$ cat config.mk
export PLATFORM = sky130hd
export DESIGN_NAME = smsel_target
export DESIGN_NICKNAME = d
export VERILOG_FILES = /design/src/smsel_pkg.sv /design/src/smsel_addr_latch.sv /design/src/smsel_target.sv
export SDC_FILE = /design/constraint.sdc
export NUM_CORES = 1
export LEC_CHECK = 0
export ABC_CLOCK_PERIOD_IN_PS = 1700
export BUFFER_PORTS_ARGS = -buffer_cell sky130_fd_sc_hd__buf_2
export CORE_ASPECT_RATIO = 0.5
export CORE_MARGIN = 4
export CORE_UTILIZATION = 53
export CTS_BUF_LIST = sky130_fd_sc_hd__clkbuf_8
export DETAILED_ROUTE_END_ITERATION = 10
export GPL_ROUTABILITY_DRIVEN = 1
export PLACE_DENSITY_LB_ADDON = 0.3
export SLEW_MARGIN = 30
export SYNTH_ARGS = -nofsm -noshare
export SYNTH_HDL_FRONTEND = slang
export SYNTH_SLANG_ARGS = --single-unit
export TNS_END_PERCENT = 5
$ cat constraint.sdc
create_clock -name clk -period 1.7 [get_ports clk]
set_clock_uncertainty 0.1 [all_clocks]
set_input_delay 0.085 -clock clk [delete_from_list [all_inputs] [get_ports clk]]
set_output_delay 0.085 -clock clk [all_outputs]
set_load 0.02 [all_outputs]
$ cat src/smsel_pkg.sv
// Constants for the SMBus target slave-address selection block.
// Assumes a 7-bit addressed SMBus with byte-wide register access.
package smsel_pkg;

  // Slave addresses, 7 bits
  localparam logic [6:0] ADDR_DEFAULT  = 7'h2E;  // 0101 110b
  localparam logic [6:0] ADDR_SEL_LOW  = 7'h2C;  // 0101 100b
  localparam logic [6:0] ADDR_SEL_HIGH = 7'h2D;  // 0101 101b
  localparam logic [6:0] ADDR_ALERT    = 7'h0C;  // 0001 100b
  localparam logic [6:0] ADDR_GENCALL  = 7'h00;

  // Leading bits compared before the strapped address is latched
  localparam int         LATCH_BITS    = 5;
  localparam logic [4:0] ADDR_HI5      = 5'h0B;  // 01011b

  // Byte framing
  localparam logic [3:0] BITS_PER_BYTE = 4'h8;
  localparam logic [3:0] LAST_BIT      = 4'h7;

  // Position of a byte inside a transfer
  localparam logic [1:0] BYTE_ADDR     = 2'h0;
  localparam logic [1:0] BYTE_PTR      = 2'h1;
  localparam logic [1:0] BYTE_DATA     = 2'h2;
  localparam logic [1:0] BYTE_EXTRA    = 2'h3;

  // Bus engine states, Gray along idle-rx-ack-tx
  typedef enum logic [1:0] {
    SMSEL_IDLE = 2'b00,
    SMSEL_RX   = 2'b01,
    SMSEL_ACK  = 2'b11,
    SMSEL_TX   = 2'b10
  } smsel_state_t;

endpackage

$ cat src/smsel_addr_latch.sv
// Strap sampling and slave-address latch for the SMBus target.
// Assumes straps are synchronous to clk and stable at reset release.
`timescale 1ns/1ps

module smsel_addr_latch (
  input  wire logic       clk,
  input  wire logic       arst_n,
  input  wire logic       addr_en_strap,
  input  wire logic       addr_sel_strap,
  input  wire logic       latch_req,
  output logic [6:0]      own_addr,
  output logic            strapped_mode,
  output logic            fan_sense_four_enable,
  output logic            fan_drive_three_enable
);

  logic sampled_reg;
  logic sampled_next;
  logic strapped_reg;
  logic strapped_next;
  logic latched_reg;
  logic latched_next;
  logic sel_reg;
  logic sel_next;
  logic fan_en_reg;
  logic fan_en_next;

  ////////////////////////////////////////////////////////////////////////////

  always_comb begin
    sampled_next  = 1'b1;
    strapped_next = strapped_reg;
    latched_next  = latched_reg;
    sel_next      = sel_reg;
    fan_en_next   = fan_en_reg;
    if (!sampled_reg) begin
      // Strap caught once, on the first edge after release
      strapped_next = ~addr_en_strap;
      fan_en_next   = addr_en_strap;
    end else if (strapped_reg && !latched_reg && latch_req) begin
      latched_next = 1'b1;
      sel_next     = addr_sel_strap;
    end
  end

  always_ff @(posedge clk or negedge arst_n) begin
    if (!arst_n) begin
      sampled_reg  <= 1'b0;
      strapped_reg <= 1'b0;
      latched_reg  <= 1'b0;
      sel_reg      <= 1'b0;
      fan_en_reg   <= 1'b0;
    end else begin
      sampled_reg  <= sampled_next;
      strapped_reg <= strapped_next;
      latched_reg  <= latched_next;
      sel_reg      <= sel_next;
      fan_en_reg   <= fan_en_next;
    end
  end

  ////////////////////////////////////////////////////////////////////////////

  // Once latched the select strap is no longer looked at
  logic sel_eff;
  assign sel_eff = latched_reg ? sel_reg : addr_sel_strap;

  always_comb begin
    if (sampled_reg && strapped_reg) begin
      own_addr = sel_eff ? smsel_pkg::ADDR_SEL_HIGH
                         : smsel_pkg::ADDR_SEL_LOW;
    end else begin
      own_addr = smsel_pkg::ADDR_DEFAULT;
    end
  end

  assign strapped_mode          = strapped_reg;
  assign fan_sense_four_enable  = fan_en_reg;
  assign fan_drive_three_enable = fan_en_reg;

endmodule // smsel_addr_latch

$ cat src/smsel_target.sv
// SMBus target port with strapped slave-address selection.
// Assumes scl_in/sda_in are already synchronous to clk and that the
// register file answers reg_rdata before the next SCL falling edge.
`timescale 1ns/1ps

module smsel_target (
  input  wire logic       clk,
  input  wire logic       arst_n,
  input  wire logic       scl_in,
  input  wire logic       sda_in,
  output logic            sda_out,
  output logic            sda_oe,
  input  wire logic       addr_en_strap,
  input  wire logic       addr_sel_strap,
  input  wire logic       irq_output_enable,
  input  wire logic       status_pending,
  output logic            fan_sense_four_enable,
  output logic            fan_drive_three_enable,
  output logic [7:0]      reg_addr,
  output logic [7:0]      reg_wdata,
  output logic            reg_wr,
  output logic            reg_rd,
  input  wire logic [7:0] reg_rdata
);

  logic [6:0] own_addr;
  logic       strapped_mode;
  logic       latch_req;

  smsel_addr_latch u_addr (
    .clk                    (clk),
    .arst_n                 (arst_n),
    .addr_en_strap          (addr_en_strap),
    .addr_sel_strap         (addr_sel_strap),
    .latch_req              (latch_req),
    .own_addr               (own_addr),
    .strapped_mode          (strapped_mode),
    .fan_sense_four_enable  (fan_sense_four_enable),
    .fan_drive_three_enable (fan_drive_three_enable)
  );

  ////////////////////////////////////////////////////////////////////////////
  // Bus condition detection

  logic scl_q;
  logic sda_q;
  logic scl_rise;
  logic scl_fall;
  logic bus_start;
  logic bus_stop;

  assign scl_rise  = scl_in & ~scl_q;
  assign scl_fall  = ~scl_in & scl_q;
  assign bus_start = scl_in & scl_q & sda_q & ~sda_in;
  assign bus_stop  = scl_in & scl_q & ~sda_q & sda_in;

  always_ff @(posedge clk or negedge arst_n) begin
    if (!arst_n) begin
      scl_q <= 1'b1;
      sda_q <= 1'b1;
    end else begin
      scl_q <= scl_in;
      sda_q <= sda_in;
    end
  end

  ////////////////////////////////////////////////////////////////////////////
  // Byte engine

  smsel_pkg::smsel_state_t st_reg;
  smsel_pkg::smsel_state_t st_next;
  logic [3:0] bit_reg;
  logic [3:0] bit_next;
  logic [1:0] idx_reg;
  logic [1:0] idx_next;
  logic [7:0] shift_reg;
  logic [7:0] shift_next;
  logic [7:0] ptr_reg;
  logic [7:0] ptr_next;
  logic [7:0] data_reg;
  logic [7:0] data_next;
  logic       have_reg;
  logic       have_next;
  logic       tx_reg;
  logic       tx_next;
  logic       ara_reg;
  logic       ara_next;
  logic       oe_reg;
  logic       oe_next;
  logic       wr_reg;
  logic       wr_next;
  logic       rd_reg;
  logic       rd_next;

  logic [6:0] rx_addr;
  logic       rx_read;
  logic       own_hit;
  logic       ara_hit;
  logic       hi5_hit;

  assign rx_addr = shift_reg[7:1];
  assign rx_read = shift_reg[0];
  assign hi5_hit = rx_addr[6:7-smsel_pkg::LATCH_BITS] == smsel_pkg::ADDR_HI5;
  // General call never equals any own address, so it falls to no ack
  assign own_hit = (rx_addr == own_addr)
                 && (rx_addr != smsel_pkg::ADDR_GENCALL);
  assign ara_hit = (rx_addr == smsel_pkg::ADDR_ALERT) && rx_read
                 && irq_output_enable && status_pending;
  assign latch_req = (st_reg == smsel_pkg::SMSEL_RX) && scl_fall
                   && (bit_reg == smsel_pkg::BITS_PER_BYTE)
                   && (idx_reg == smsel_pkg::BYTE_ADDR)
                   && strapped_mode && hi5_hit && own_hit;

  always_comb begin
    st_next    = st_reg;
    bit_next   = bit_reg;
    idx_next   = idx_reg;
    shift_next = shift_reg;
    ptr_next   = ptr_reg;
    data_next  = data_reg;
    have_next  = have_reg;
    tx_next    = tx_reg;
    ara_next   = ara_reg;
    oe_next    = oe_reg;
    wr_next    = 1'b0;
    rd_next    = 1'b0;
    if (bus_start) begin
      // Also covers repeated start and the start-then-stop bus reset
      st_next   = smsel_pkg::SMSEL_RX;
      bit_next  = 4'h0;
      idx_next  = smsel_pkg::BYTE_ADDR;
      have_next = 1'b0;
      oe_next   = 1'b0;
    end else if (bus_stop) begin
      // A write lands only after a complete write byte frame
      wr_next   = have_reg;
      have_next = 1'b0;
      oe_next   = 1'b0;
      st_next   = smsel_pkg::SMSEL_IDLE;
    end else begin
      case (st_reg)
        smsel_pkg::SMSEL_IDLE: begin
          oe_next = 1'b0;
        end
        smsel_pkg::SMSEL_RX: begin
          if (scl_rise && bit_reg != smsel_pkg::BITS_PER_BYTE) begin
            shift_next = {shift_reg[6:0], sda_in};
            bit_next   = bit_reg + 4'h1;
          end else if (scl_fall
                       && bit_reg == smsel_pkg::BITS_PER_BYTE) begin
            st_next  = smsel_pkg::SMSEL_ACK;
            oe_next  = 1'b1;
            tx_next  = 1'b0;
            ara_next = 1'b0;
            case (idx_reg)
              smsel_pkg::BYTE_ADDR: begin
                if (own_hit) begin
                  idx_next = smsel_pkg::BYTE_PTR;
                  tx_next  = rx_read;
                  rd_next  = rx_read;
                end else if (ara_hit) begin
                  tx_next  = 1'b1;
                  ara_next = 1'b1;
                end else begin
                  oe_next = 1'b0;
                  st_next = smsel_pkg::SMSEL_IDLE;
                end
              end
              smsel_pkg::BYTE_PTR: begin
                ptr_next = shift_reg;
                idx_next = smsel_pkg::BYTE_DATA;
              end
              smsel_pkg::BYTE_DATA: begin
                data_next = shift_reg;
                have_next = 1'b1;
                idx_next  = smsel_pkg::BYTE_EXTRA;
              end
              default: begin
                // Longer than a write byte: no ack, nothing written
                have_next = 1'b0;
                oe_next   = 1'b0;
                st_next   = smsel_pkg::SMSEL_IDLE;
              end
            endcase
          end
        end
        smsel_pkg::SMSEL_ACK: begin
          if (scl_fall) begin
            bit_next = 4'h0;
            if (tx_reg) begin
              // Alert answer carries own address in the top seven bits
              shift_next = ara_reg ? {own_addr, 1'b1} : reg_rdata;
              oe_next    = ara_reg ? ~own_addr[6] : ~reg_rdata[7];
              st_next    = smsel_pkg::SMSEL_TX;
            end else begin
              oe_next = 1'b0;
              st_next = smsel_pkg::SMSEL_RX;
            end
          end
        end
        smsel_pkg::SMSEL_TX: begin
          if (scl_fall) begin
            if (bit_reg == smsel_pkg::LAST_BIT) begin
              // Single-byte reads only: master ack slot is just released
              oe_next = 1'b0;
              st_next = smsel_pkg::SMSEL_IDLE;
            end else begin
              shift_next = {shift_reg[6:0], 1'b0};
              oe_next    = ~shift_reg[6];
              bit_next   = bit_reg + 4'h1;
            end
          end
        end
        default: begin
          oe_next = 1'b0;
          st_next = smsel_pkg::SMSEL_IDLE;
        end
      endcase
    end
  end

  always_ff @(posedge clk or negedge arst_n) begin
    if (!arst_n) begin
      st_reg    <= smsel_pkg::SMSEL_IDLE;
      bit_reg   <= 4'h0;
      idx_reg   <= smsel_pkg::BYTE_ADDR;
      shift_reg <= 8'h00;
      ptr_reg   <= 8'h00;
      data_reg  <= 8'h00;
      have_reg  <= 1'b0;
      tx_reg    <= 1'b0;
      ara_reg   <= 1'b0;
      oe_reg    <= 1'b0;
      wr_reg    <= 1'b0;
      rd_reg    <= 1'b0;
    end else begin
      st_reg    <= st_next;
      bit_reg   <= bit_next;
      idx_reg   <= idx_next;
      shift_reg <= shift_next;
      ptr_reg   <= ptr_next;
      data_reg  <= data_next;
      have_reg  <= have_next;
      tx_reg    <= tx_next;
      ara_reg   <= ara_next;
      oe_reg    <= oe_next;
      wr_reg    <= wr_next;
      rd_reg    <= rd_next;
    end
  end

  ////////////////////////////////////////////////////////////////////////////
  // Outputs

  // Open drain: only ever pulls low
  logic sda_out_reg;

  always_ff @(posedge clk or negedge arst_n) begin
    if (!arst_n) begin
      sda_out_reg <= 1'b0;
    end else begin
      sda_out_reg <= 1'b0;
    end
  end

  assign sda_out   = sda_out_reg;
  assign sda_oe    = oe_reg;
  assign reg_addr  = ptr_reg;
  assign reg_wdata = data_reg;
  assign reg_wr    = wr_reg;
  assign reg_rd    = rd_reg;

endmodule // smsel_target

Word-level counts from Yosys, hierarchy flattened:

Index checks and enable logic that the tools add are counted.

* reduce and logical (&&, ||, !) cells: 39
* divide/modulo/power cells: 0
* mux-type cells: 68
* bitwise operators: 18
* $add $sub $neg: 1
* shifts and indexed selects: 0
* order comparisons: 0
* eq/ne operators: 30
* $mul: 0

Operator list (count)
* 8-bit 2-to-1 mux: 6
* 2-bit 2-to-1 mux: 16
* 1-bit 2-to-1 mux: 31
* 6-bit AND reduction: 5
* 4-bit 2-to-1 mux: 6
* 8-bit one-hot mux with 3 select lines: 1
* 4-bit != test (second input constant): 5
* 1-bit logical AND: 15
* 3-bit != test (second input constant): 5
* 2-bit != test (second input constant): 6
* 2-bit one-hot mux with 3 select lines: 2
* 4-bit one-hot mux with 3 select lines: 1
* 1-bit inverter: 11
* 3-bit nonzero test: 3
* 4-bit AND reduction: 2
* 8-bit AND reduction: 1
* 4-bit nonzero test: 2
* 1-bit bitwise AND: 7
* 7-bit by 4-bit == test with 1-bit output (second input constant): 1
* 7-bit == test: 1
* 7-bit 2-to-1 mux: 1
* 7-bit nonzero test: 1
* 2-bit == test (second input constant): 3
* 5-bit by 4-bit == test with 1-bit output (second input constant): 1
* other kinds (18): 23

* output and inout bits: 22
* flip-flop bits (word level): 45
* RAM bits: 0
* ROM bits: 0
* input bits: 16
* logic and storage cells: 175
* bits in latches: 0
* memories kept: 0

Logic depth before layout (Yosys ltp):

* word-level depth: 12
* mapped depth: 8
* depth with buffers taken out: 7

Modules after synthesis:

Synthesis repeated with hierarchy kept, for this count alone.

* cells, all modules: 240
* area total of the unflattened synthesis: 2547.4 um2

By module, submodules not included
* smsel_target: instances 1, sequential area each 1003.5 um2, area an instance 2307.2 um2, cells each 219
* smsel_addr_latch: instances 1, sequential area each 125.1 um2, area an instance 240.2 um2, cells each 21

Worst setup path before layout:

Ideal clock, no wire load.

* kind: register to register
* from: register st_reg[0]
* to: register bit_reg[3]
* required time: 1535 ps
* arrival: 1728 ps
* slack: -193 ps
* setup time: 65 ps
* stages on the path, launching flop included: 8
* clock period less this slack: 1893 ps
* path buffers: 0
* cell sequence: dfrtp_1 -> inv_1 -> ha_1 -> or2_4 -> a221oi_2 -> a21boi_2 -> nor4_2 -> a211o_1

* longest elaborated chain between the ends: 4
* elaborated cells between the ends (all ways): 12
* classes of those cells: 7 x eq/ne; 3 x mux; 2 x reduce/logical

Ends and longest elaborated chain
* from (decl): RTL line smsel_target.sv:70 `smsel_pkg::smsel_state_t st_reg;`
* from (signal assigned): RTL line smsel_target.sv:224 `st_reg <= smsel_pkg::SMSEL_IDLE;`
* from (signal assigned): RTL line smsel_target.sv:237 `st_reg <= st_next;`
* 2-bit == test / 2-bit by 1-bit == test with 1-bit output (equally long branches): RTL line smsel_target.sv:141 `case (st_reg)`
* 4-bit one-hot mux with 3 select lines: RTL line smsel_target.sv:141
* 4-bit 2-to-1 mux: RTL line smsel_target.sv:134 `end else if (bus_stop) begin`
* 4-bit 2-to-1 mux: RTL line smsel_target.sv:127 `if (bus_start) begin`
* to (signal assigned): RTL line smsel_target.sv:238 `bit_reg <= bit_next;`
* to (decl): RTL line smsel_target.sv:72 `logic [3:0] bit_reg;`

Parallel ways exist; a longest one is shown, timed or not. The select of a mux whose other input is x is not followed.
A chain may end at the register's enable or synchronous reset.

Worst setup path after layout:

Ends and elaborated chain as after synthesis.

==> out/qor.csv <==
metric;value;unit
GP Congestion;0.832;
first-pass GRT wire length;10700;um
CTS tree;yes;
Hold Crit Class;in2reg;
I/O Buffers;36;
#FFs+latches synth;45;
Fin. Hold Viols;0;
CP arrival;2.08;ns
GRT overflow;0;
Synth cell types;60;
DRC viols;0;
Final setup viols;21;
crit end category;flop;
R2R Path End;bit_reg[3];
outcome;finished with violations;
Post-Layout Cell Count;370;
met1 WL;2730;um
total number of vias;2035;
Synth Flop Type;dfrtp_1;
share of flip-flops with an asynchronous set or reset;100;%
max cap viols;0;
largest net degree at the start of global routing;46;
area fraction of the dominant cell type after synthesis;44.0;%
antenna violations before repair;0;
share of layout cells above drive strength 1;53.0;%
Wirelength per Cell;17.1;um
met2 routed WL;3230;um
Hold EP;shift_reg[4];
synthesized instance count;218;
RSZ-0062 raised after global routing;yes;
vias in the first global route;2233;
die area;5830;um^2
Max Fclk;516;MHz
CTS Sinks;45;
LEAKAGE;1.67;nW
area leader, netlist;dfrtp_1;
violated checks;negative setup slack;
hold path cells;4;
total negative setup slack;-3.00;ns
EDFF count, synth;0;
Cells after DPL;356;
Final period util;114;%
Hold Crit Start;reg_rdata[4];
Std-Cell Rows;17;
root buf cell;clkbuf_8;
Max Fanout on Critical Path;8;
clk_lat worst skew;0.31;ns
DRT Wirelength;6340;um
flop-to-flop setup slack;-0.24;ns
initial drt markers;28;
H-tree levels;2;
worst hold-check slack;0.0398;ns
vias per inst;5.50;
Net Count, Synth;244;
Worst setup SP type;flop;
post-route ant nets;0;
starting density of the core;55.3;%
VDD IR max;0.803;mV
WP data required;1.85;ns
# diodes;0;
Worst-path clk slew;0.09;ns
die width;104;um
DRT Pass-1 Iters;4;
Crit Path Class;reg2reg;
Ys Warns;0;
nets@finish;338;
Num CTS Buffers;5;
synthesized area per cell;11.2;um^2
Core Footprint;4420;um^2
Die H;56.0;um
Slew Limit Fails;0;
setup ws final;-0.237;ns
area growth from synthesis to layout;39.0;%
post-detailed-placement half-perimeter wirelength;4410;um
R2R Path Start;st_reg[0];
P per Cell Area;1290;nW/um^2
GRT Overall Usage;23.2;%
Ports;38;
Reg2Reg Depth;7;
Min Clock Period, post-route;1.94;ns
maximum root-to-sink buffer count;2;
routed length on met3;252;um
DR top layer;met4;
Seq/Total Area, Yosys;46.2;%
mapped cell area;2440;um^2
most area-consuming cells after synthesis;dfrtp_1 (44%), mux2_2 (12%), ha_1 (5.1%), nand2b_1 (2.6%), nand2_1 (2.3%);
-- placed cells by master (no fill, tap or decap), types with 6 or more instances in the layout --
| cell type | count |
|---|---|
| buf_4 | 51 |
| nor2_1 | 10 |
| ha_1 | 6 |
| dfrtp_1 | 42 |
| inv_1 | 10 |
| nand2_1 | 15 |
| mux2_2 | 25 |
| o21ai_0 | 7 |
| buf_2 | 36 |
| nand2b_1 | 10 |
-- metrics by stage --
step                util (%)  setup slack, ns  total power (W)  area [um^2]
floorplan                  -           -0.120          0.00250         2470
global placement        69.6           -0.218          0.00319         3080
detailed placement      69.6           -0.288          0.00328         3080
CTS                     75.6           -0.228          0.00428         3340
global route            76.8           -0.290          0.00465         3400
finish                  76.8           -0.237          0.00437         3400
-- logic make-up (layout without fill, tap and decap cells) --
group | Yosys count | after routing | synth area share [%]
adders and majority gates | 10 | 10 | 5.12
AOI/OAI and AO/OA | 44 | 44 | 14.1
and+or+nand+nor | 69 | 69 | 16.9
muxes | 31 | 31 | 14.2
buffers and inverters | 17 | 112 | 3.12
DFF | 45 | 45 | 46.2
other | 2 | 2 | 0.307
-- cell usage after synthesis, types with 2 or more instances --
master	number
and3b_1	3
nor2b_1	2
o21ai_1	3
nand2_1	15
a21boi_1	2
a221oi_2	2
ha_1	10
and2_1	2
dfrtp_1	43
conb_1	2
dfstp_2	2
a21oi_1	3
a22o_1	3
clkbuf_1	2
mux2i_1	3
buf_4	3
nor3_1	5
nand2_2	3
o22ai_1	2
mux2_2	26
inv_1	11
o21ai_0	9
nand4_1	2
nand3_1	2
nor2_1	11
o31ai_1	3
nand2b_1	10
and3_1	2
-- layout make-up --
type                    instances  area, um^2
multi-input cells             156        1410
fillers                       295        1030
inverters                      11        41.3
well taps                      57        71.3
clock buffers                   5        68.8
clock inverters                 3        47.5
flip-flops and latches         45        1130
repair buffers                 93         633
-- worst max path at each step --
stage | from | to | slack (ns) | cells after the start
floorplan | bit_reg[0] | reg_addr[0] | -0.12 | 7
global placement | st_reg[1] | u_addr.sel_reg | -0.22 | 6
detailed placement | st_reg[0] | shift_reg[7] | -0.29 | 7
CTS | bit_reg[0] | bit_reg[3] | -0.23 | 7
global route | st_reg[1] | bit_reg[3] | -0.29 | 6
finish | st_reg[0] | bit_reg[3] | -0.24 | 7
-- repair_timing --
action / CTS / global route
hold endpoints to repair: 50 / 0
setup endpoints to repair: 38 / 38
hold buffers: 5 / 0
pin swaps: 10 / 6
setup buffers: 1 / 0
resized for setup: 21 / 13
-- routing by layer --
metal  up-vias  global-route usage [%]
li1        975                       -
met2        38                    41.8
met5         -                       0
met4         0                    9.47
met1      1007                    26.4
met3        15                    6.14
-- worst max-delay path, stage by stage (launching register included) --
cell and delay, ns:
dfrtp_1 0.41, inv_2 0.07, ha_4 0.17, or2_4 0.28
a221oi_4 0.32, a21boi_4 0.14, nor4_2 0.26, a211o_1 0.13
-- power breakdown --
group	internal [W]	switching [W]	total, W
Combinational	0.00109	0.00102	0.00211
Sequential	0.00127	0.000139	0.00141
Clock	0.000449	0.000406	0.000855
(Power assumes the default switching activity.)
